File: src/common/usib_cfg.svh
// Offsets, field positions, reset values and timing counts of the serial status block.
`ifndef USIB_CFG_SVH
`define USIB_CFG_SVH

// Register select codes on the two address pins.
`define USIB_ADDR_DATA 2'h0
`define USIB_ADDR_STAT 2'h1
`define USIB_ADDR_MCTL 2'h2
`define USIB_ADDR_MSTAT 2'h3

// Line status bit positions.
`define USIB_ST_PE 0
`define USIB_ST_FE 1
`define USIB_ST_OE 2
`define USIB_ST_BRK 3
`define USIB_ST_MS 4
`define USIB_ST_TC 5
`define USIB_ST_TX_HOLDING_EMPTY 6
`define USIB_ST_DR 7
`define USIB_ST_RESET 8'h60
`define USIB_ST_RXUPD 8'h0F

// Modem control bit positions.
`define USIB_MC_DTR 0
`define USIB_MC_RTS 1
`define USIB_MC_GLOBAL_IRQ_ENABLE 2
`define USIB_MC_MODEM_IRQ_ENABLE 3
`define USIB_MC_REN 4
`define USIB_MC_MODE 5
`define USIB_MC_RESET 8'h00
`define USIB_MC_WMASK 8'h7F

// Line format bit positions.
`define USIB_LF_LEN 0
`define USIB_LF_STOP2 2
`define USIB_LF_PEN 3
`define USIB_LF_RXODD 4
`define USIB_LF_TXODD 5
`define USIB_LF_RESET 8'h00

// Modem input image bit positions.
`define USIB_MI_CTS 0
`define USIB_MI_DSR 1

// Pin synchroniser idle value and oversampling counts.
`define USIB_PINS_IDLE 16'h9807
`define USIB_TICK_LAST 4'hF
`define USIB_TICK_MID 4'h7
`define USIB_LEN_BASE 3'h4

`endif

File: src/common/usib_pkg.sv
// Types shared by the serial status block modules.
`default_nettype none
package usib_pkg;

   typedef enum logic [1:0] {
      MODE_NORMAL = 2'h0,
      MODE_BREAK = 2'h1,
      MODE_ECHO = 2'h2,
      MODE_LOOP = 2'h3
   } usib_mode_t;

   typedef enum logic [2:0] {
      ST_IDLE = 3'h0,
      ST_START = 3'h1,
      ST_DATA = 3'h2,
      ST_PAR = 3'h3,
      ST_STOP = 3'h4
   } usib_state_t;

   typedef struct packed {
      logic [1:0] len;
      logic stop2;
      logic par_en;
      logic rx_odd;
      logic tx_odd;
   } usib_fmt_t;

   typedef struct packed {
      logic [7:0] data;
      logic par_err;
      logic frm_err;
      logic brk;
   } usib_rxchar_t;

   typedef struct packed {
      logic cs_n;
      logic [1:0] addr;
      logic rd_n;
      logic wr_n;
      logic [7:0] data;
      logic serial;
      logic cts_n;
      logic dsr_n;
   } usib_pins_t;

   // Mask of the data bits in use for a word length code (0 means 5 bits).
   function automatic logic [7:0] usib_len_mask(input logic [1:0] len);
      usib_len_mask = 8'hFF >> (2'h3 - len);
   endfunction

endpackage
`default_nettype wire

File: src/logic/usib_rx.sv
// Receive shift register with start detection, parity, framing and break checks.
`timescale 1ns/1ps
`default_nettype none
`include "usib_cfg.svh"
module usib_rx (
   input wire logic clk_sys,
   input wire logic reset,
   input wire logic tick,
   input wire logic rx_line,
   input wire usib_pkg::usib_fmt_t fmt,
   output logic done,
   output usib_pkg::usib_rxchar_t result
);
   usib_pkg::usib_state_t state;
   logic [3:0] tcnt;
   logic [2:0] bcnt;
   logic [7:0] shreg;
   logic par_acc;
   logic any_one;
   logic sample;

   assign sample = tick && (tcnt == `USIB_TICK_LAST);

   always_ff @(posedge clk_sys) begin
      if (reset) begin
         state <= usib_pkg::ST_IDLE;
         tcnt <= 4'h0;
         bcnt <= 3'h0;
         shreg <= 8'h00;
         par_acc <= 1'b0;
         any_one <= 1'b0;
         done <= 1'b0;
         result <= '0;
      end else begin
         done <= 1'b0;
         if (tick) begin
            tcnt <= tcnt + 4'h1;
         end
         case (state)
            usib_pkg::ST_IDLE: begin
               tcnt <= 4'h0;
               if (tick && !rx_line) begin
                  state <= usib_pkg::ST_START;
               end
            end
            usib_pkg::ST_START: begin
               // Bit clock is aligned to the middle of the start bit.
               if (tick && tcnt == `USIB_TICK_MID) begin
                  tcnt <= 4'h0;
                  bcnt <= 3'h0;
                  par_acc <= 1'b0;
                  any_one <= 1'b0;
                  state <= rx_line ? usib_pkg::ST_IDLE : usib_pkg::ST_DATA;
               end
            end
            usib_pkg::ST_DATA: begin
               if (sample) begin
                  shreg <= {rx_line, shreg[7:1]};
                  par_acc <= par_acc ^ rx_line;
                  any_one <= any_one | rx_line;
                  bcnt <= bcnt + 3'h1;
                  if (bcnt == {1'b0, fmt.len} + `USIB_LEN_BASE) begin
                     state <= fmt.par_en ? usib_pkg::ST_PAR : usib_pkg::ST_STOP;
                  end
               end
            end
            usib_pkg::ST_PAR: begin
               if (sample) begin
                  par_acc <= par_acc ^ rx_line;
                  any_one <= any_one | rx_line;
                  state <= usib_pkg::ST_STOP;
               end
            end
            usib_pkg::ST_STOP: begin
               // Results are reported while the stop bit is sampled.
               if (sample) begin
                  done <= 1'b1;
                  result.data <= (shreg >> (2'h3 - fmt.len)) & usib_pkg::usib_len_mask(fmt.len);
                  result.frm_err <= !rx_line;
                  result.par_err <= fmt.par_en && (par_acc != fmt.rx_odd);
                  result.brk <= !(any_one || rx_line);
                  state <= usib_pkg::ST_IDLE;
               end
            end
            default: begin
               state <= usib_pkg::ST_IDLE;
            end
         endcase
      end
   end
endmodule // usib_rx
`default_nettype wire

File: src/logic/usib_tx.sv
// Transmit shift register that takes the held character when free.
`timescale 1ns/1ps
`default_nettype none
`include "usib_cfg.svh"
module usib_tx (
   input wire logic clk_sys,
   input wire logic reset,
   input wire logic tick,
   input wire usib_pkg::usib_fmt_t fmt,
   input wire logic hold_valid,
   input wire logic [7:0] hold_data,
   input wire logic go_ok,
   output logic take,
   output logic done,
   output logic line
);
   usib_pkg::usib_state_t state;
   logic [3:0] tcnt;
   logic [2:0] bcnt;
   logic [7:0] shreg;
   logic par;
   logic second_stop;
   logic bit_end;

   assign bit_end = tick && (tcnt == `USIB_TICK_LAST);

   always_ff @(posedge clk_sys) begin
      if (reset) begin
         state <= usib_pkg::ST_IDLE;
         tcnt <= 4'h0;
         bcnt <= 3'h0;
         shreg <= 8'h00;
         par <= 1'b0;
         second_stop <= 1'b0;
         take <= 1'b0;
         done <= 1'b0;
         line <= 1'b1;
      end else begin
         take <= 1'b0;
         done <= 1'b0;
         if (tick) begin
            tcnt <= tcnt + 4'h1;
         end
         case (state)
            usib_pkg::ST_IDLE: begin
               tcnt <= 4'h0;
               // A new character starts only while clear-to-send is asserted.
               if (hold_valid && go_ok) begin
                  take <= 1'b1;
                  shreg <= hold_data & usib_pkg::usib_len_mask(fmt.len);
                  par <= fmt.tx_odd;
                  bcnt <= 3'h0;
                  line <= 1'b0;
                  state <= usib_pkg::ST_START;
               end
            end
            usib_pkg::ST_START: begin
               if (bit_end) begin
                  line <= shreg[0];
                  state <= usib_pkg::ST_DATA;
               end
            end
            usib_pkg::ST_DATA: begin
               // Bit 0 goes out first.
               if (bit_end) begin
                  par <= par ^ shreg[0];
                  shreg <= shreg >> 1;
                  bcnt <= bcnt + 3'h1;
                  if (bcnt == {1'b0, fmt.len} + `USIB_LEN_BASE) begin
                     line <= fmt.par_en ? (par ^ shreg[0]) : 1'b1;
                     second_stop <= fmt.stop2;
                     state <= fmt.par_en ? usib_pkg::ST_PAR : usib_pkg::ST_STOP;
                  end else begin
                     line <= shreg[1];
                  end
               end
            end
            usib_pkg::ST_PAR: begin
               if (bit_end) begin
                  line <= 1'b1;
                  state <= usib_pkg::ST_STOP;
               end
            end
            usib_pkg::ST_STOP: begin
               if (bit_end) begin
                  second_stop <= 1'b0;
                  if (!second_stop) begin
                     done <= 1'b1;
                     state <= usib_pkg::ST_IDLE;
                  end
               end
            end
            default: begin
               state <= usib_pkg::ST_IDLE;
            end
         endcase
      end
   end
endmodule // usib_tx
`default_nettype wire

File: src/logic/usib_top.sv
// Status, interrupt and data buffer logic of the serial transceiver.
//
// Behaviour
// - Error flags updated once per character, at stop.
// - Overrun set when held character still unread.
// - Framing error on missing or short stop bit.
// - Parity error when computed parity mismatches setting.
// - All-zero frame, stop bit included, sets break flag and data ready.
// - Modem change flag; interrupt needs both enables.
// - Transmit complete flag; rising edge interrupts if enabled.
// - Empty and ready use own pins, never interrupt.
// - Status read clears flags and edge detector.
// - Modem inputs read back inverted.
// - Clear-to-send negated holds off next character.
// - Five to eight bits, right justified, zero filled.
// - Start-aligned bit clock; completion loads holding register unless held character still unread.
// - Transmitter shares length, own parity, bit 0 first.
// - Modem read clears edge detector, not the bits.
// - Complete edge detector fires on rising flag only; modem detector on every input change.
// - Flag setting deferred until status read ends.
// - Flag set before read and recurring is cleared.
// - Interrupt output low while global enable clear.
// - Reset clears flags but sets complete and empty.
`timescale 1ns/1ps
`default_nettype none
`include "usib_cfg.svh"
module usib_top (
   input wire logic clk_sys,
   input wire logic reset,
   input wire logic baud16_tick,
   input wire logic cs_n,
   input wire logic [1:0] addr,
   input wire logic rd_n,
   input wire logic wr_n,
   input wire logic [7:0] data_in,
   output logic [7:0] data_out,
   output logic data_oe,
   input wire logic serial_in,
   output logic serial_out,
   input wire logic cts_n,
   input wire logic dsr_n,
   output logic rts_n,
   output logic dtr_n,
   output logic data_ready,
   output logic tx_holding_empty,
   output logic irq_out
);

   ////////////////////////////////////////////////////////////////////////////////
   // Pin synchronisers.

   usib_pkg::usib_pins_t pin_raw;
   usib_pkg::usib_pins_t pin_s1;
   usib_pkg::usib_pins_t pin_s2;
   usib_pkg::usib_pins_t pin_s3;
   usib_pkg::usib_pins_t pin_q;

   // A bit follows its input once the second and third stages agree.
   function automatic logic [15:0] agree(input logic [15:0] a, input logic [15:0] b,
                                         input logic [15:0] q);
      agree = (a & b) | (q & (a | b));
   endfunction

   assign pin_raw = {cs_n, addr, rd_n, wr_n, data_in, serial_in, cts_n, dsr_n};

   always_ff @(posedge clk_sys) begin
      if (reset) begin
         pin_s1 <= `USIB_PINS_IDLE;
         pin_s2 <= `USIB_PINS_IDLE;
         pin_s3 <= `USIB_PINS_IDLE;
         pin_q <= `USIB_PINS_IDLE;
      end else begin
         pin_s1 <= pin_raw;
         pin_s2 <= pin_s1;
         pin_s3 <= pin_s2;
         pin_q <= agree(pin_s2, pin_s3, pin_q);
      end
   end

   ////////////////////////////////////////////////////////////////////////////////
   // Bus strobes.

   logic rd_act;
   logic wr_act;
   logic rd_act_d;
   logic wr_act_d;
   logic rd_start;
   logic rd_end;
   logic wr_end;
   logic [1:0] rd_addr;
   logic [1:0] wr_addr;
   logic [7:0] wr_data;
   logic usr_rd;
   logic msr_rd;
   logic usr_rd_end;
   logic msr_rd_end;
   logic rbr_rd_end;

   // True on the first cycle after an access to the given register ends.
   function automatic logic access_end(input logic strobe_end, input logic [1:0] a,
                                       input logic [1:0] code);
      access_end = strobe_end && (a == code);
   endfunction

   assign rd_act = !pin_q.cs_n && !pin_q.rd_n;
   assign wr_act = !pin_q.cs_n && !pin_q.wr_n;
   assign rd_start = rd_act && !rd_act_d;
   assign rd_end = !rd_act && rd_act_d;
   assign wr_end = !wr_act && wr_act_d;
   assign usr_rd = rd_act && (pin_q.addr == `USIB_ADDR_STAT);
   assign msr_rd = rd_act && (pin_q.addr == `USIB_ADDR_MSTAT);
   assign usr_rd_end = access_end(rd_end, rd_addr, `USIB_ADDR_STAT);
   assign msr_rd_end = access_end(rd_end, rd_addr, `USIB_ADDR_MSTAT);
   assign rbr_rd_end = access_end(rd_end, rd_addr, `USIB_ADDR_DATA);

   always_ff @(posedge clk_sys) begin
      if (reset) begin
         rd_act_d <= 1'b0;
         wr_act_d <= 1'b0;
         rd_addr <= 2'h0;
         wr_addr <= 2'h0;
         wr_data <= 8'h00;
      end else begin
         rd_act_d <= rd_act;
         wr_act_d <= wr_act;
         if (rd_act) begin
            rd_addr <= pin_q.addr;
         end
         if (wr_act) begin
            wr_addr <= pin_q.addr;
            wr_data <= pin_q.data;
         end
      end
   end

   ////////////////////////////////////////////////////////////////////////////////
   // Control registers.

   logic [7:0] line_format_reg;
   logic [7:0] modem_control_reg;
   usib_pkg::usib_fmt_t fmt;
   usib_pkg::usib_mode_t mode;
   logic global_irq_enable;
   logic modem_irq_enable;
   logic rx_enable;

   assign fmt.len = line_format_reg[`USIB_LF_LEN +: 2];
   assign fmt.stop2 = line_format_reg[`USIB_LF_STOP2];
   assign fmt.par_en = line_format_reg[`USIB_LF_PEN];
   assign fmt.rx_odd = line_format_reg[`USIB_LF_RXODD];
   assign fmt.tx_odd = line_format_reg[`USIB_LF_TXODD];
   assign mode = usib_pkg::usib_mode_t'(modem_control_reg[`USIB_MC_MODE +: 2]);
   assign global_irq_enable = modem_control_reg[`USIB_MC_GLOBAL_IRQ_ENABLE];
   assign modem_irq_enable = modem_control_reg[`USIB_MC_MODEM_IRQ_ENABLE];
   assign rx_enable = modem_control_reg[`USIB_MC_REN];

   always_ff @(posedge clk_sys) begin
      if (reset) begin
         line_format_reg <= `USIB_LF_RESET;
         modem_control_reg <= `USIB_MC_RESET;
      end else begin
         if (access_end(wr_end, wr_addr, `USIB_ADDR_STAT)) begin
            line_format_reg <= wr_data;
         end
         if (access_end(wr_end, wr_addr, `USIB_ADDR_MCTL)) begin
            modem_control_reg <= wr_data & `USIB_MC_WMASK;
         end
      end
   end

   always_ff @(posedge clk_sys) begin
      if (reset) begin
         rts_n <= 1'b1;
         dtr_n <= 1'b1;
      end else begin
         rts_n <= !modem_control_reg[`USIB_MC_RTS];
         dtr_n <= !modem_control_reg[`USIB_MC_DTR];
      end
   end

   ////////////////////////////////////////////////////////////////////////////////
   // Receiver and receive holding register.

   logic rx_line;
   logic tx_line;
   logic rx_done;
   usib_pkg::usib_rxchar_t rx_res;
   logic [7:0] rx_holding_reg;

   assign rx_line = !rx_enable ? 1'b1 : (mode == usib_pkg::MODE_LOOP) ? tx_line : pin_q.serial;

   usib_rx u_rx (
      .clk_sys(clk_sys),
      .reset(reset),
      .tick(baud16_tick),
      .rx_line(rx_line),
      .fmt(fmt),
      .done(rx_done),
      .result(rx_res)
   );

   always_ff @(posedge clk_sys) begin
      if (reset) begin
         rx_holding_reg <= 8'h00;
         data_ready <= 1'b0;
      end else if (rx_done && (!data_ready || rbr_rd_end)) begin
         rx_holding_reg <= rx_res.data;
         data_ready <= 1'b1;
      end else if (rbr_rd_end) begin
         data_ready <= 1'b0;
      end
   end

   ////////////////////////////////////////////////////////////////////////////////
   // Transmitter and transmit holding register.

   logic [7:0] tx_holding_reg;
   logic tx_take;
   logic tx_done;
   logic tx_go;

   assign tx_go = !pin_q.cts_n && (mode != usib_pkg::MODE_ECHO);

   usib_tx u_tx (
      .clk_sys(clk_sys),
      .reset(reset),
      .tick(baud16_tick),
      .fmt(fmt),
      .hold_valid(!tx_holding_empty),
      .hold_data(tx_holding_reg),
      .go_ok(tx_go),
      .take(tx_take),
      .done(tx_done),
      .line(tx_line)
   );

   always_ff @(posedge clk_sys) begin
      if (reset) begin
         tx_holding_reg <= 8'h00;
         tx_holding_empty <= 1'b1;
      end else if (access_end(wr_end, wr_addr, `USIB_ADDR_DATA)) begin
         tx_holding_reg <= wr_data;
         tx_holding_empty <= 1'b0;
      end else if (tx_take) begin
         tx_holding_empty <= 1'b1;
      end
   end

   always_ff @(posedge clk_sys) begin
      if (reset) begin
         serial_out <= 1'b1;
      end else begin
         case (mode)
            usib_pkg::MODE_ECHO: serial_out <= pin_q.serial;
            usib_pkg::MODE_LOOP: serial_out <= 1'b1;
            usib_pkg::MODE_BREAK: serial_out <= 1'b0;
            default: serial_out <= tx_line;
         endcase
      end
   end

   ////////////////////////////////////////////////////////////////////////////////
   // Modem inputs.

   logic cts_prev;
   logic dsr_prev;
   logic modem_chg;

   assign modem_chg = (pin_q.cts_n != cts_prev) || (pin_q.dsr_n != dsr_prev);

   always_ff @(posedge clk_sys) begin
      if (reset) begin
         cts_prev <= 1'b1;
         dsr_prev <= 1'b1;
      end else begin
         cts_prev <= pin_q.cts_n;
         dsr_prev <= pin_q.dsr_n;
      end
   end

   ////////////////////////////////////////////////////////////////////////////////
   // Line status flags.

   logic [7:0] line_status_reg;
   logic [7:0] st_pend;
   logic [7:0] st_evt;
   logic [7:0] st_upd;

   always_comb begin
      st_evt = 8'h00;
      st_upd = rx_done ? `USIB_ST_RXUPD : 8'h00;
      st_evt[`USIB_ST_OE] = rx_done && data_ready && !rbr_rd_end;
      st_evt[`USIB_ST_FE] = rx_done && rx_res.frm_err;
      st_evt[`USIB_ST_PE] = rx_done && rx_res.par_err;
      st_evt[`USIB_ST_BRK] = rx_done && rx_res.brk;
      st_evt[`USIB_ST_DR] = rx_done && (!data_ready || rbr_rd_end);
      st_evt[`USIB_ST_MS] = modem_chg;
      st_evt[`USIB_ST_TC] = tx_done && tx_holding_empty;
      st_evt[`USIB_ST_TX_HOLDING_EMPTY] = tx_take;
   end

   always_ff @(posedge clk_sys) begin
      if (reset) begin
         line_status_reg <= `USIB_ST_RESET;
         st_pend <= 8'h00;
      end else if (usr_rd) begin
         st_pend <= st_pend | st_evt;
      end else if (usr_rd_end) begin
         line_status_reg <= (st_pend | st_evt) & ~line_status_reg;
         st_pend <= 8'h00;
      end else begin
         line_status_reg <= (line_status_reg & ~st_upd) | st_evt;
      end
   end

   ////////////////////////////////////////////////////////////////////////////////
   // Interrupt edge detectors.

   logic tc_prev;
   logic tc_edge;
   logic ms_edge;
   logic ms_pend;

   always_ff @(posedge clk_sys) begin
      if (reset) begin
         tc_prev <= 1'b1;
         tc_edge <= 1'b1;
      end else begin
         tc_prev <= line_status_reg[`USIB_ST_TC];
         tc_edge <= (tc_edge && !usr_rd_end) ||
                    (line_status_reg[`USIB_ST_TC] && !tc_prev);
      end
   end

   always_ff @(posedge clk_sys) begin
      if (reset) begin
         ms_edge <= 1'b0;
         ms_pend <= 1'b0;
      end else if (msr_rd) begin
         ms_pend <= ms_pend || modem_chg;
      end else if (msr_rd_end) begin
         ms_edge <= (ms_pend || modem_chg) && !ms_edge;
         ms_pend <= 1'b0;
      end else if (modem_chg) begin
         ms_edge <= 1'b1;
      end
   end

   always_ff @(posedge clk_sys) begin
      if (reset) begin
         irq_out <= 1'b0;
      end else begin
         irq_out <= global_irq_enable &&
                    (tc_edge || (modem_irq_enable && ms_edge));
      end
   end

   ////////////////////////////////////////////////////////////////////////////////
   // Read data.

   always_ff @(posedge clk_sys) begin
      if (reset) begin
         data_out <= 8'h00;
         data_oe <= 1'b0;
      end else begin
         data_oe <= rd_act;
         if (rd_start) begin
            case (pin_q.addr)
               `USIB_ADDR_DATA: data_out <= rx_holding_reg;
               `USIB_ADDR_STAT: data_out <= line_status_reg;
               `USIB_ADDR_MCTL: data_out <= modem_control_reg;
               `USIB_ADDR_MSTAT: begin
                  data_out <= 8'h00;
                  data_out[`USIB_MI_CTS] <= !pin_q.cts_n;
                  data_out[`USIB_MI_DSR] <= !pin_q.dsr_n;
               end
               default: data_out <= 8'h00;
            endcase
         end
      end
   end

endmodule // usib_top
`default_nettype wire

File: config.mk
export PLATFORM = sky130hd
export DESIGN_NAME = usib_top
export DESIGN_NICKNAME = d
export VERILOG_FILES = /design/src/common/usib_pkg.sv /design/src/logic/usib_rx.sv /design/src/logic/usib_tx.sv /design/src/logic/usib_top.sv
export VERILOG_INCLUDE_DIRS = /design/src /design/src/common
export SDC_FILE = /design/constraint.sdc
export NUM_CORES = 1
export LEC_CHECK = 0
export BUFFER_PORTS_ARGS = -buffer_cell sky130_fd_sc_hd__clkbuf_2
export CAP_MARGIN = 20
export CORE_MARGIN = 4
export CORE_UTILIZATION = 61
export CTS_CLUSTER_DIAMETER = 120
export DETAILED_ROUTE_END_ITERATION = 16
export GPL_TIMING_DRIVEN = 0
export PLACE_DENSITY = 0.79
export SKIP_CTS_REPAIR_TIMING = 1
export SLEW_MARGIN = 15
export SYNTH_ARGS = -nofsm -noshare
export SYNTH_HDL_FRONTEND = slang
export SYNTH_SLANG_ARGS = --single-unit
File: constraint.sdc
create_clock -name clk_sys -period 2 [get_ports clk_sys]
set_input_delay 0.3 -clock clk_sys [delete_from_list [all_inputs] [get_ports clk_sys]]
set_output_delay 0.3 -clock clk_sys [all_outputs]
set_load 0.05 [all_outputs]
==> results of run 1 <==
Yosys cell counts, types with 9 or more instances:
master                     count  area share (%)
sky130_fd_sc_hd__dfxtp_1     198              51
sky130_fd_sc_hd__nor2_1      110             5.4
sky130_fd_sc_hd__nand2_1      89             4.3
sky130_fd_sc_hd__a21oi_1      62             4.0
sky130_fd_sc_hd__mux2i_1      46             6.0
sky130_fd_sc_hd__nor2b_1      34             2.8
sky130_fd_sc_hd__clkbuf_1     28             1.4
sky130_fd_sc_hd__or2_2        24             1.9
sky130_fd_sc_hd__o21ai_0      23             1.5
sky130_fd_sc_hd__nor3_1       17             1.1
sky130_fd_sc_hd__a211oi_1     11             1.1
sky130_fd_sc_hd__buf_2        10            0.65
sky130_fd_sc_hd__nand4_1      10            0.81
sky130_fd_sc_hd__a311oi_1      9             1.0
sky130_fd_sc_hd__xnor2_1       9             1.0
kinds of logic (layout without fill, tap and decap cells):
group | after synthesis | after routing | synth area share, %
muxes | 53 | 53 | 7.87
and+or+nand+nor | 327 | 327 | 20.3
DFF | 198 | 198 | 51.4
adders and majority gates | 4 | 4 | 0.649
buffers and inverters | 55 | 121 | 3.80
xor gates and xnor gates | 17 | 17 | 1.93
AOI/OAI and AO/OA | 159 | 159 | 14.0
final cells by class:
type	instances	share of cell area, %
clock buffers	19	5.20
inverters	8	0.345
plain buffers	47	3.02
repair buffers	34	2.01
well taps	168	2.41
clock inverters	13	1.80
flip-flops and latches	198	45.5
multi-input cells	560	39.7
critical path, stage by stage, from the launching register on:
cell                       delay, ns
sky130_fd_sc_hd__dfxtp_1        0.34
sky130_fd_sc_hd__ha_1           0.23
sky130_fd_sc_hd__and4_1         0.27
sky130_fd_sc_hd__and2_1         0.23
sky130_fd_sc_hd__o21a_4         0.26
sky130_fd_sc_hd__buf_6          0.14
sky130_fd_sc_hd__a311oi_1       0.30
layout by cell type (no fill, tap or decap), drive strengths merged, types with 10 or more instances in the layout:
cell and count:
nand4 10, nor2 111, a21oi 63, nor2b 34
dfxtp 198, or2 24, buf 17, clkbuf 83
a211oi 13, mux2i 46, nor3 17, o21ai 23
nand2 90, inv 16
where the power goes:
part	internal, mW	total (mW)	leakage, nW	switching, mW
clock	1.85	3.47	0.297	1.62
sequential	3.98	4.00	1.60	0.0170
combinational	0.0576	0.164	1.33	0.106
per-stage QoR:
stage | cell area, um^2 | cells | total power, mW
global placement | 8080 | 1013 | 4.24
global route | 8710 | 1047 | 7.82
finish | 8710 | 1047 | 7.63
detailed placement | 8080 | 1013 | 4.25
floorplan | 7710 | 813 | 4.18
CTS | 8690 | 1045 | 7.66
per-layer routing:
layer / vias up / part of all wire (%) / GRT usage, %
met1: 2924 / 45 / 35.0
met2: 200 / 47 / 41.5
li1: 2914 / - / -
met4: 0 / 2.2 / 9.35
met5: - / 0 / 0
met3: 33 / 5.6 / 4.77
final timing paths:
check                            start                         end  slack, ns
min reg2reg      pin_s1[12]$_SDFF_PP1_       pin_s2[12]$_SDFF_PP1_       0.41
max          u_tx.tcnt[0]$_SDFFE_PP0P_  u_tx.shreg[0]$_SDFFE_PP0P_       0.11
min                               wr_n       pin_s1[11]$_SDFF_PP1_       0.04
max reg2reg  u_tx.tcnt[0]$_SDFFE_PP0P_  u_tx.shreg[0]$_SDFFE_PP0P_       0.11
==> results.md, run 1 <==
- The run finished with clean final reports.
- The number of max-slew violations in the final report was 0.
- The floorplan has 40 rows.
- The worst path uses 94.6% of the clock period.
- The yosys synthesis warning count is 0.
- The number of I/O pins is 34.
- Yosys mapped a number of flops with a built-in enable equal to 0.
- The highest fanout seen on the critical path is 10.
- The starting density of the core is 63.1%.
- The tree is rooted in a sky130_fd_sc_hd__clkbuf_16.
- The cell area that synthesis handed to floorplanning was 7710 um^2.
- The number of global-route vias before repair is 5814.
- Setup repair after global routing left no endpoint under its margin.
- Setup violations remaining at the end of the flow were counted as 0.
- The worst path in the final design needs a cycle of 1.89 ns, including I/O delays and setup.
- The total negative setup slack is 0 ns.
- The total power divided by cell area is 876 nW/um^2.
- The number of antenna violations at the first check in global routing is 0.
- Clock-pin slew was measured on the worst setup and hold paths at 0.08 ns.
- The first global-routing pass estimated 29.5 mm of wire.
- The floorplan step set the die width to 120 um.
- CTS saw 198 sinks.
- The leakage power of the design is 3.23 nW.
- The worst hold path stage count is 2.
- Routability-driven placement finished with a final weighted congestion of 0.891.
- The floorplan die height is 120 um.
- Cells with a size suffix above 1 make up 15.4% of the layout.
- STA puts the critical path data arrival time at 2.21 ns.
- The final layout contains routed wiring with a total length of 18.3 mm.
- Dividing the synthesized area by the synthesized cell count gives 9.48 um^2.
- The class of the most critical setup path is reg -> reg.
- The share of synthesized flip-flops with an asynchronous set or reset is 0%.
- The count of H-tree levels built during CTS is 4.
- The pin count of the biggest net entering global routing is 20.
- The die outline area is 14500 um^2.
- STA classifies the critical path endpoint as a flop.
- In the routed design, unresolved DRC markers number 0.
- The synthesis-stage register bit count is 198.
- The area overhead of the layout relative to synthesis is 13.0%.
- Timing analysis after detailed placement gives a worst setup slack of 0.0484 ns.
- The area occupied by registers is 3960 um^2.
- The tool flagged a number of max-cap violations equal to 0.
- The worst-case IR drop observed on VDD is 0.000686 V.
- The number of antenna repair diodes is 0.
- The worst-case clock buffer depth is 2.
- The number of buffers created by CTS is 17.
- Once routing completed, OpenROAD measured the worst setup slack at 0.109 ns.
- In this run the worst hold path is classified as in -> reg.
- Synthesis produced a netlist whose cell count is 813.
- The iteration-0 DRC count of the detailed router is 525.
- The startpoint kind of the worst setup timing path is a flop.
- In the final routed layout, each cell accounts on average for 17.5 um.
- The number of cells on the worst reg-to-reg path is 6.
- For the pin with the worst max-slew slack, the measured transition is 0.794 ns.
- At the end of the flow the core is filled with cells to 71.3%.
- The final layout contains 889 nets.
- The count of buffers added on input and output ports is 32.
- Across every metal layer, demand over resource in global routing totals 25.8%.
- The primary flip-flop cell chosen by synthesis mapping is sky130_fd_sc_hd__dfxtp_1.
- The detail route stage leaves a number of antenna-violating nets equal to 0.
- Timing would allow up to 0.529 GHz.
- The post-synth net total is 836.
- The placeable core region is 12200 um^2.
- After filler insertion, the fill cell instance count of the layout stands at 979.
- The worst hold slack is 0.0435 ns.
- The CTS tree is done.
- The clock latency at the later pin of the worst-skew pair is 0.44 ns.
- The worst pin sits at a relative slew slack of 47.1%.
- The wire-length estimate of the detail-placed layout is 13.1 mm.
- Summing all multi-input logic gate instances after layout gives 3460 um^2.
- The count of TritonRoute iterations in the first routing pass is 5.
- After synthesis, the netlist uses 65 different library cells.
- For the worst setup path, the data required time is 2.32 ns.
- Of the synthesized area, sequential elements account for 51.4%.
- The final hold violation count is 0.
- Dividing the detail-routed via count by the number of cells gives 5.80.
- The global route total overflow is 0.
- The worst setup skew after layout is 0.00933 ns.
- The routed layout has 6071 vias.
Note: power is estimated with default switching activity, not from simulation.
==> run 2: changes to the inputs <==
--- a/config.mk
+++ b/config.mk
@@ -9,11 +9,11 @@
 export BUFFER_PORTS_ARGS = -buffer_cell sky130_fd_sc_hd__clkbuf_2
 export CAP_MARGIN = 20
 export CORE_MARGIN = 4
-export CORE_UTILIZATION = 61
+export CORE_UTILIZATION = 35
 export CTS_CLUSTER_DIAMETER = 120
 export DETAILED_ROUTE_END_ITERATION = 16
+export GPL_ROUTABILITY_DRIVEN = 1
 export GPL_TIMING_DRIVEN = 0
-export PLACE_DENSITY = 0.79
 export SKIP_CTS_REPAIR_TIMING = 1
 export SLEW_MARGIN = 15
 export SYNTH_ARGS = -nofsm -noshare
==> run 2 against run 1 <==
Effect of this change:
- sequential share of layout area decreased by 0.50 points
- final area grew 1.1%
- utilization shrank 31 points
- critical path depth rose by 1
- largest cell class unchanged
- non-clock buffer count down 1
- clock power is 4% lower
- die area is 69% higher
- combinational power barely moved
- global-route usage fell by 10 points
- via count shrank 4.3%
- count of clock-buffer cells in the layout down 1
==> results.md, run 2 (synthesis results as in run 1) <==
- At the placement stage, the worst setup path has a slack of 0.0609 ns.
- The class of the most critical setup path is reg -> reg.
- The maximum clock frequency is 0.541 GHz.
- The worst-margin pin slew is 0.816 ns.
- The final non-filler cell area is 8810 um^2.
- The worst setup path is captured at a flop.
- The starting density of the core is 35.4%.
- TritonCTS built the clock tree.
- The multi-input combinational cell area is 3470 um^2.
- Cells fill 40.5% of the core in the end.
- Setup repair after global routing left no endpoint under its margin.
- The post-route antenna net violation count is 0.
- The slowest cell on the critical path is sky130_fd_sc_hd__dfxtp_1.
- Setup slack on the worst reg-to-reg path comes out at 0.15 ns.
- Summed over all nets, the half-perimeter wirelength after detailed placement is 12.9 mm.
- Together, buffers and inverters on the worst path number 1.
- The number of buffers created by CTS is 17.
- STA classifies the critical path startpoint as a flop.
- After global routing the overflow that remains totals 0.
- The number of global-route vias before repair is 5519.
- The type of the most critical hold path is in -> reg.
- The floorplan step defined a die boundary enclosing 24500 um^2.
- The detailed router finished its first iteration with 384 violations.
- The most frequent standard cell in the layout excluding fill and tap cells is sky130_fd_sc_hd__dfxtp_1.
- The placeable core region is 21800 um^2.
- The flow ran to the end, and the final reports show no timing, DRC or antenna violations.
- The final worst slack is 0.152 ns.
- The total global-route track usage is 15.4%.
- The final critical-path share of the clock period is 92.4%.
- Clock latency on the worst-skew pair, taken at its later pin, is 0.43 ns.
- After filler insertion, the fill cell instance count of the layout stands at 2189.
- The H-tree was split into 4 levels.
- The final net count is 888.
- In this run the worst path has a maximum fanout of 10.
- From bottom edge to top edge, the die measures 156 um.
- The normalized max-slew margin is 45.4%.
- The final hold violation count was 0.
- At the worst endpoint, the required time is 2.33 ns.
- In this run the power density over the cells is 849 nW/um^2.
- The width of the die is 156 um.
- The average wire per standard cell is 15.7 um.
- Of the cells placed in the final design, the portion with a size suffix greater than 1 is 15.4%.
- The finished layout holds 1158 standard cells, fillers aside.
- Grouping stages by cell kind, the critical path spends the most delay in simple AND/OR/NAND/NOR gates.
- The via count is 5808.
- The total of max-cap violations is 0.
- The total negative setup slack is 0 ns.
- The clock input transition at the sequential cells of the worst setup and hold paths is 0.07 ns.
- The repair_antennas step left the layout with diodes totalling 0.
- The pre-antenna-repair detailed-routing pass consisted of 5 iterations.
- The worst hold slack is 0.0591 ns.
- The library cells used most frequently in the layout, excluding fill and tap cells, are 198 x sky130_fd_sc_hd__dfxtp_1, 109 x sky130_fd_sc_hd__nor2_1, 89 x sky130_fd_sc_hd__nand2_1.
- Walking the worst path, the cells encountered are ha_1, and4_2, and2_1, o21a_4, buf_6, nor2_1, a311oi_1.
- Data on the critical path arrives at its endpoint at 2.18 ns.
- Buffers placed on the I/O ports in this run total 32.
- The pin count of the biggest net entering global routing is 19.
- The number of max-slew violations in the final report is 0.
- The wire length of the first global-routing pass is 29.6 mm.
- Using the TritonRoute via totals, the vias-per-cell ratio works out to 5.02.
- The worst-case clock buffer depth is 2.
- The root cell of the clock tree is sky130_fd_sc_hd__clkbuf_16.
- The cell count after placement is 1125.
- The sum of routed wire length over all layers is 18.2 mm.
- 34 I/O pins were placed.
- The final critical delay including setup and external delays is 1.85 ns.
- From synthesis to final layout, the design area changed by 14.3%.
- Summing all placed instances gives a cell area of 8220 um^2.
- The leakage power of the design is 3.21 nW.
- The count of final setup violators is 0.
- After floorplanning, the core was divided into 54 placement rows.
- The area occupied by registers is 3960 um^2.
- The worst setup skew after layout is 0.00896 ns.
- The worst IR drop on VDD is 0.000513 V.
- At the end of routability-driven placement, the weighted congestion stood at 0.825.
- The delay contributed by the slowest stage of the critical path is 0.37 ns.
- The total design power is 7.48 mW.
- The count of clock tree sinks is 198.
- The number of remaining DRC errors is 0.
- The number of antenna violations at the first check in global routing was 0.
==> run 2: cell count changes in the layout (fill, tap and decap cells not counted), moves of 2 or more <==
cell	change
sky130_fd_sc_hd__clkinv_2	+3
sky130_fd_sc_hd__clkbuf_8	-2
sky130_fd_sc_hd__inv_6	+2
sky130_fd_sc_hd__clkinv_8	-2
==> run 2: layout make-up <==
cell class / instances / share of cell area [%]
tap: 280 / 3.98
clock buffer: 18 / 4.87
clock inverter: 14 / 1.55
multi-input combinational: 560 / 39.4
inverter: 8 / 0.341
buffer: 47 / 2.98
sequential: 198 / 45.0
timing repair buffer: 33 / 1.90
==> run 2: path summary, 6_finish.rpt <==
path                              from                    endpoint  cells past startpoint
max reg2reg  u_tx.tcnt[0]$_SDFFE_PP0P_  u_tx.shreg[6]$_SDFFE_PP0P_                      7
min                              cts_n        pin_s1[1]$_SDFF_PP1_                      2
min reg2reg      pin_s1[12]$_SDFF_PP1_       pin_s2[12]$_SDFF_PP1_                      1
max          u_tx.tcnt[0]$_SDFFE_PP0P_  u_tx.shreg[6]$_SDFFE_PP0P_                      7
==> run 2: routing by layer <==
metal  part of all wire (%)  GRT usage [%]  vias up
met2                     46           24.1      117
met4                    2.0           5.04        0
met1                     48           21.3     2738
met5                      0              0        -
met3                    4.1           3.15       26
li1                       -              -     2927
==> run 2: power by group <==
part | switching (mW) | total, mW | internal, mW
clock | 1.56 | 3.32 | 1.76
combinational | 0.105 | 0.162 | 0.0576
sequential | 0.0162 | 4.00 | 3.98
==> run 3: changes to the inputs <==
==> constraint.sdc (replaced) <==
create_clock -name clk_sys -period 1.9 [get_ports clk_sys]
set_input_delay 0.285 -clock clk_sys [delete_from_list [all_inputs] [get_ports clk_sys]]
set_output_delay 0.285 -clock clk_sys [all_outputs]
set_load 0.05 [all_outputs]
==> run 3 against run 2 <==
Effect of this change:
- routed wire length rose by 0.46%
- total power rose by 5.3%
- register-to-register slack got worse by 0.05 ns
- non-clock buffer count did not move
- largest power group unchanged
==> results.md, run 3 (synthesis results as in run 1) <==
- The reg-to-reg setup timing slack is 0.11 ns.
- Port buffering added 32 buffers.
- The sum of routed wire length over all layers is 18.2 mm.
- The pin count of the biggest net entering global routing is 19.
- The iteration-0 DRC count of the detailed router is 377.
- In the layout the commonest cells are 198 x sky130_fd_sc_hd__dfxtp_1, 109 x sky130_fd_sc_hd__nor2_1, 89 x sky130_fd_sc_hd__nand2_1.
- The global route total overflow is 0.
- The final hold violation count came to 0.
- The half-perimeter wire length after placement is 12.9 mm.
- The area growth from synthesis to layout is 14.5%.
- The class of the most critical setup path is reg -> reg.
- Leaving out fill and tap cells, the most frequent cell in the layout is sky130_fd_sc_hd__dfxtp_1.
- VDD sags by at most 0.000542 V.
- In this run the tightest slew margin relative to its limit is 44.2%.
- For hold timing, the worst endpoint is pin_s1[1]$_SDFF_PP1_.
- The worst register-to-register path begins at pin_q[13]$_SDFF_PP0_.
- Fill cells in the final layout number 2185.
- For the worst-skew pair, the clock arrives at the later sink with an insertion delay of 0.43 ns.
- The die is 156 um tall.
- The number of I/O pins is 34.
- For the final database, setup skew stands at 0.00949 ns.
- On the final layout, the worst hold slack is 0.0433 ns.
- The congestion estimate from routability-driven global placement came to 0.825.
- The kind of end point of the critical path is a flop.
- The finished cells cover 8820 um^2.
- The worst hold path passes through 2 cells.
- After routing, the total negative slack on setup checks comes to 0 ns.
- The wire length of the first global-routing pass is 29.6 mm.
- The number of antenna violations at the first check in global routing is 0.
- In the global route stage, overall resource usage came out at 15.4%.
- For this run, the detailed router's first-pass iteration total came to 5.
- The post-route antenna net violation count is 0.
- The region available for standard cell placement spans 21800 um^2.
- The worst-margin pin slew is 0.834 ns.
- The startpoint identified for the worst hold timing path is cts_n.
- The type of the most critical hold path is in -> reg.
- The number of remaining DRC errors is 0.
- The run finished with clean final reports.
- The die covers 24500 um^2.
- The number of antenna repair diodes is 0.
- Setup violations remaining at the end of the flow were counted as 0.
- The data arrival at the endpoint of the critical path is 2.08 ns.
- The final critical-path share of the clock period is 94.4%.
- The floorplan step set the die width to 156 um.
- The slowest stage of the critical path belongs to the cell sky130_fd_sc_hd__dfxtp_1.
- No sink is reached through more buffers than the 2 on the longest clock path.
- For the worst setup path, the data required time is 2.18 ns.
- The startpoint kind of the worst setup timing path is a flop.
- Clock-pin slew was measured on the worst setup and hold paths at 0.07 ns.
- The core occupancy in the finished layout is 40.5%.
- The logic depth of the worst register-to-register path is 5.
- The signal on the critical path passes through nor2b_4, nand2_1, and2_1, a221oi_1, a211oi_1.
- The final net count is 888.
- For this run, the slowest stage of the critical path takes 0.49 ns.
- Using the TritonRoute via totals, the vias-per-cell ratio works out to 5.02.
- The number of rows created at floorplan is 54.
- The share of post-route cells with drive strength above 1 is 15.7%.
- The number of global-route vias before repair is 5519.
- The highest fanout seen on the critical path is 6.
- For this run, the top clock speed supported by timing is 0.557 GHz.
- Across the run, the number of max-cap violations was 0.
- Setup repair after global routing could not meet its margin everywhere.
- Once the floorplan was initialized, standard cells occupied 35.4% of the core.
- The average wire per standard cell is 15.8 um.
- The routed design could run at a clock period as short as 1.79 ns.
- Dividing total power by cell area gives a power density of 892 nW/um^2.
- The root cell of the clock tree is sky130_fd_sc_hd__clkbuf_16.
- The number of max-slew violations in the final report is 0.
- The post-place instance area is 8220 um^2.
- The count of H-tree levels built during CTS is 4.
- The via count is 5817.
- The number of buffers created by CTS is 17.
- The leakage power of the design is 3.22 nW.
- TritonCTS built the clock tree.
- The count of clock tree sinks is 198.
[run 3: critical path: cells and delay by family (launching register included)]
family	cells	cell delay [ns]
simple gates	3	0.74
flops	1	0.49
compound gates	2	0.43
[run 3: report_power, final]
part           internal, mW  leakage [nW]  total, mW  switching (mW)
clock                  1.85         0.281       3.50            1.65
sequential             4.19          1.60       4.21          0.0171
combinational        0.0607          1.33      0.170           0.110
[run 3: metrics by stage]
step	total power [mW]	instances	worst slack, ns
floorplan	4.40	813	0.237
global placement	4.48	1125	-0.0804
detailed placement	4.48	1125	-0.0391
CTS	7.96	1157	-0.143
global route	8.15	1158	-0.00741
finish	7.87	1158	0.106
[run 3: worst max-delay path by stage]
stage                         startpoint                       to  cells past startpoint
floorplan             data_oe$_SDFF_PP0_                     flop                      5
global placement                   reset       data_oe$_SDFF_PP0_                      4
detailed placement  pin_q[13]$_SDFF_PP0_                     flop                      5
CTS                 pin_q[13]$_SDFF_PP0_                     flop                      5
global route        pin_q[15]$_SDFF_PP1_  st_pend[3]$_SDFFE_PP0P_                      5
finish              pin_q[13]$_SDFF_PP0_                     flop                      5
[run 3: metal layers]
layer | track usage [%] | wire length (um)
met1 | 21.3 | 8870
met2 | 24.1 | 8380
met3 | 3.15 | 658
met4 | 5.04 | 335
met5 | 0 | 0
[run 3: layout make-up]
type	instances	area [um^2]	share of cell area [%]
buffer	47	269	3.05
clock buffer	18	429	4.87
clock inverter	14	136	1.55
inverter	8	30.0	0.340
multi-input combinational	560	3470	39.4
sequential	198	3960	44.9
tap	280	350	3.97
timing repair buffer	33	168	1.90
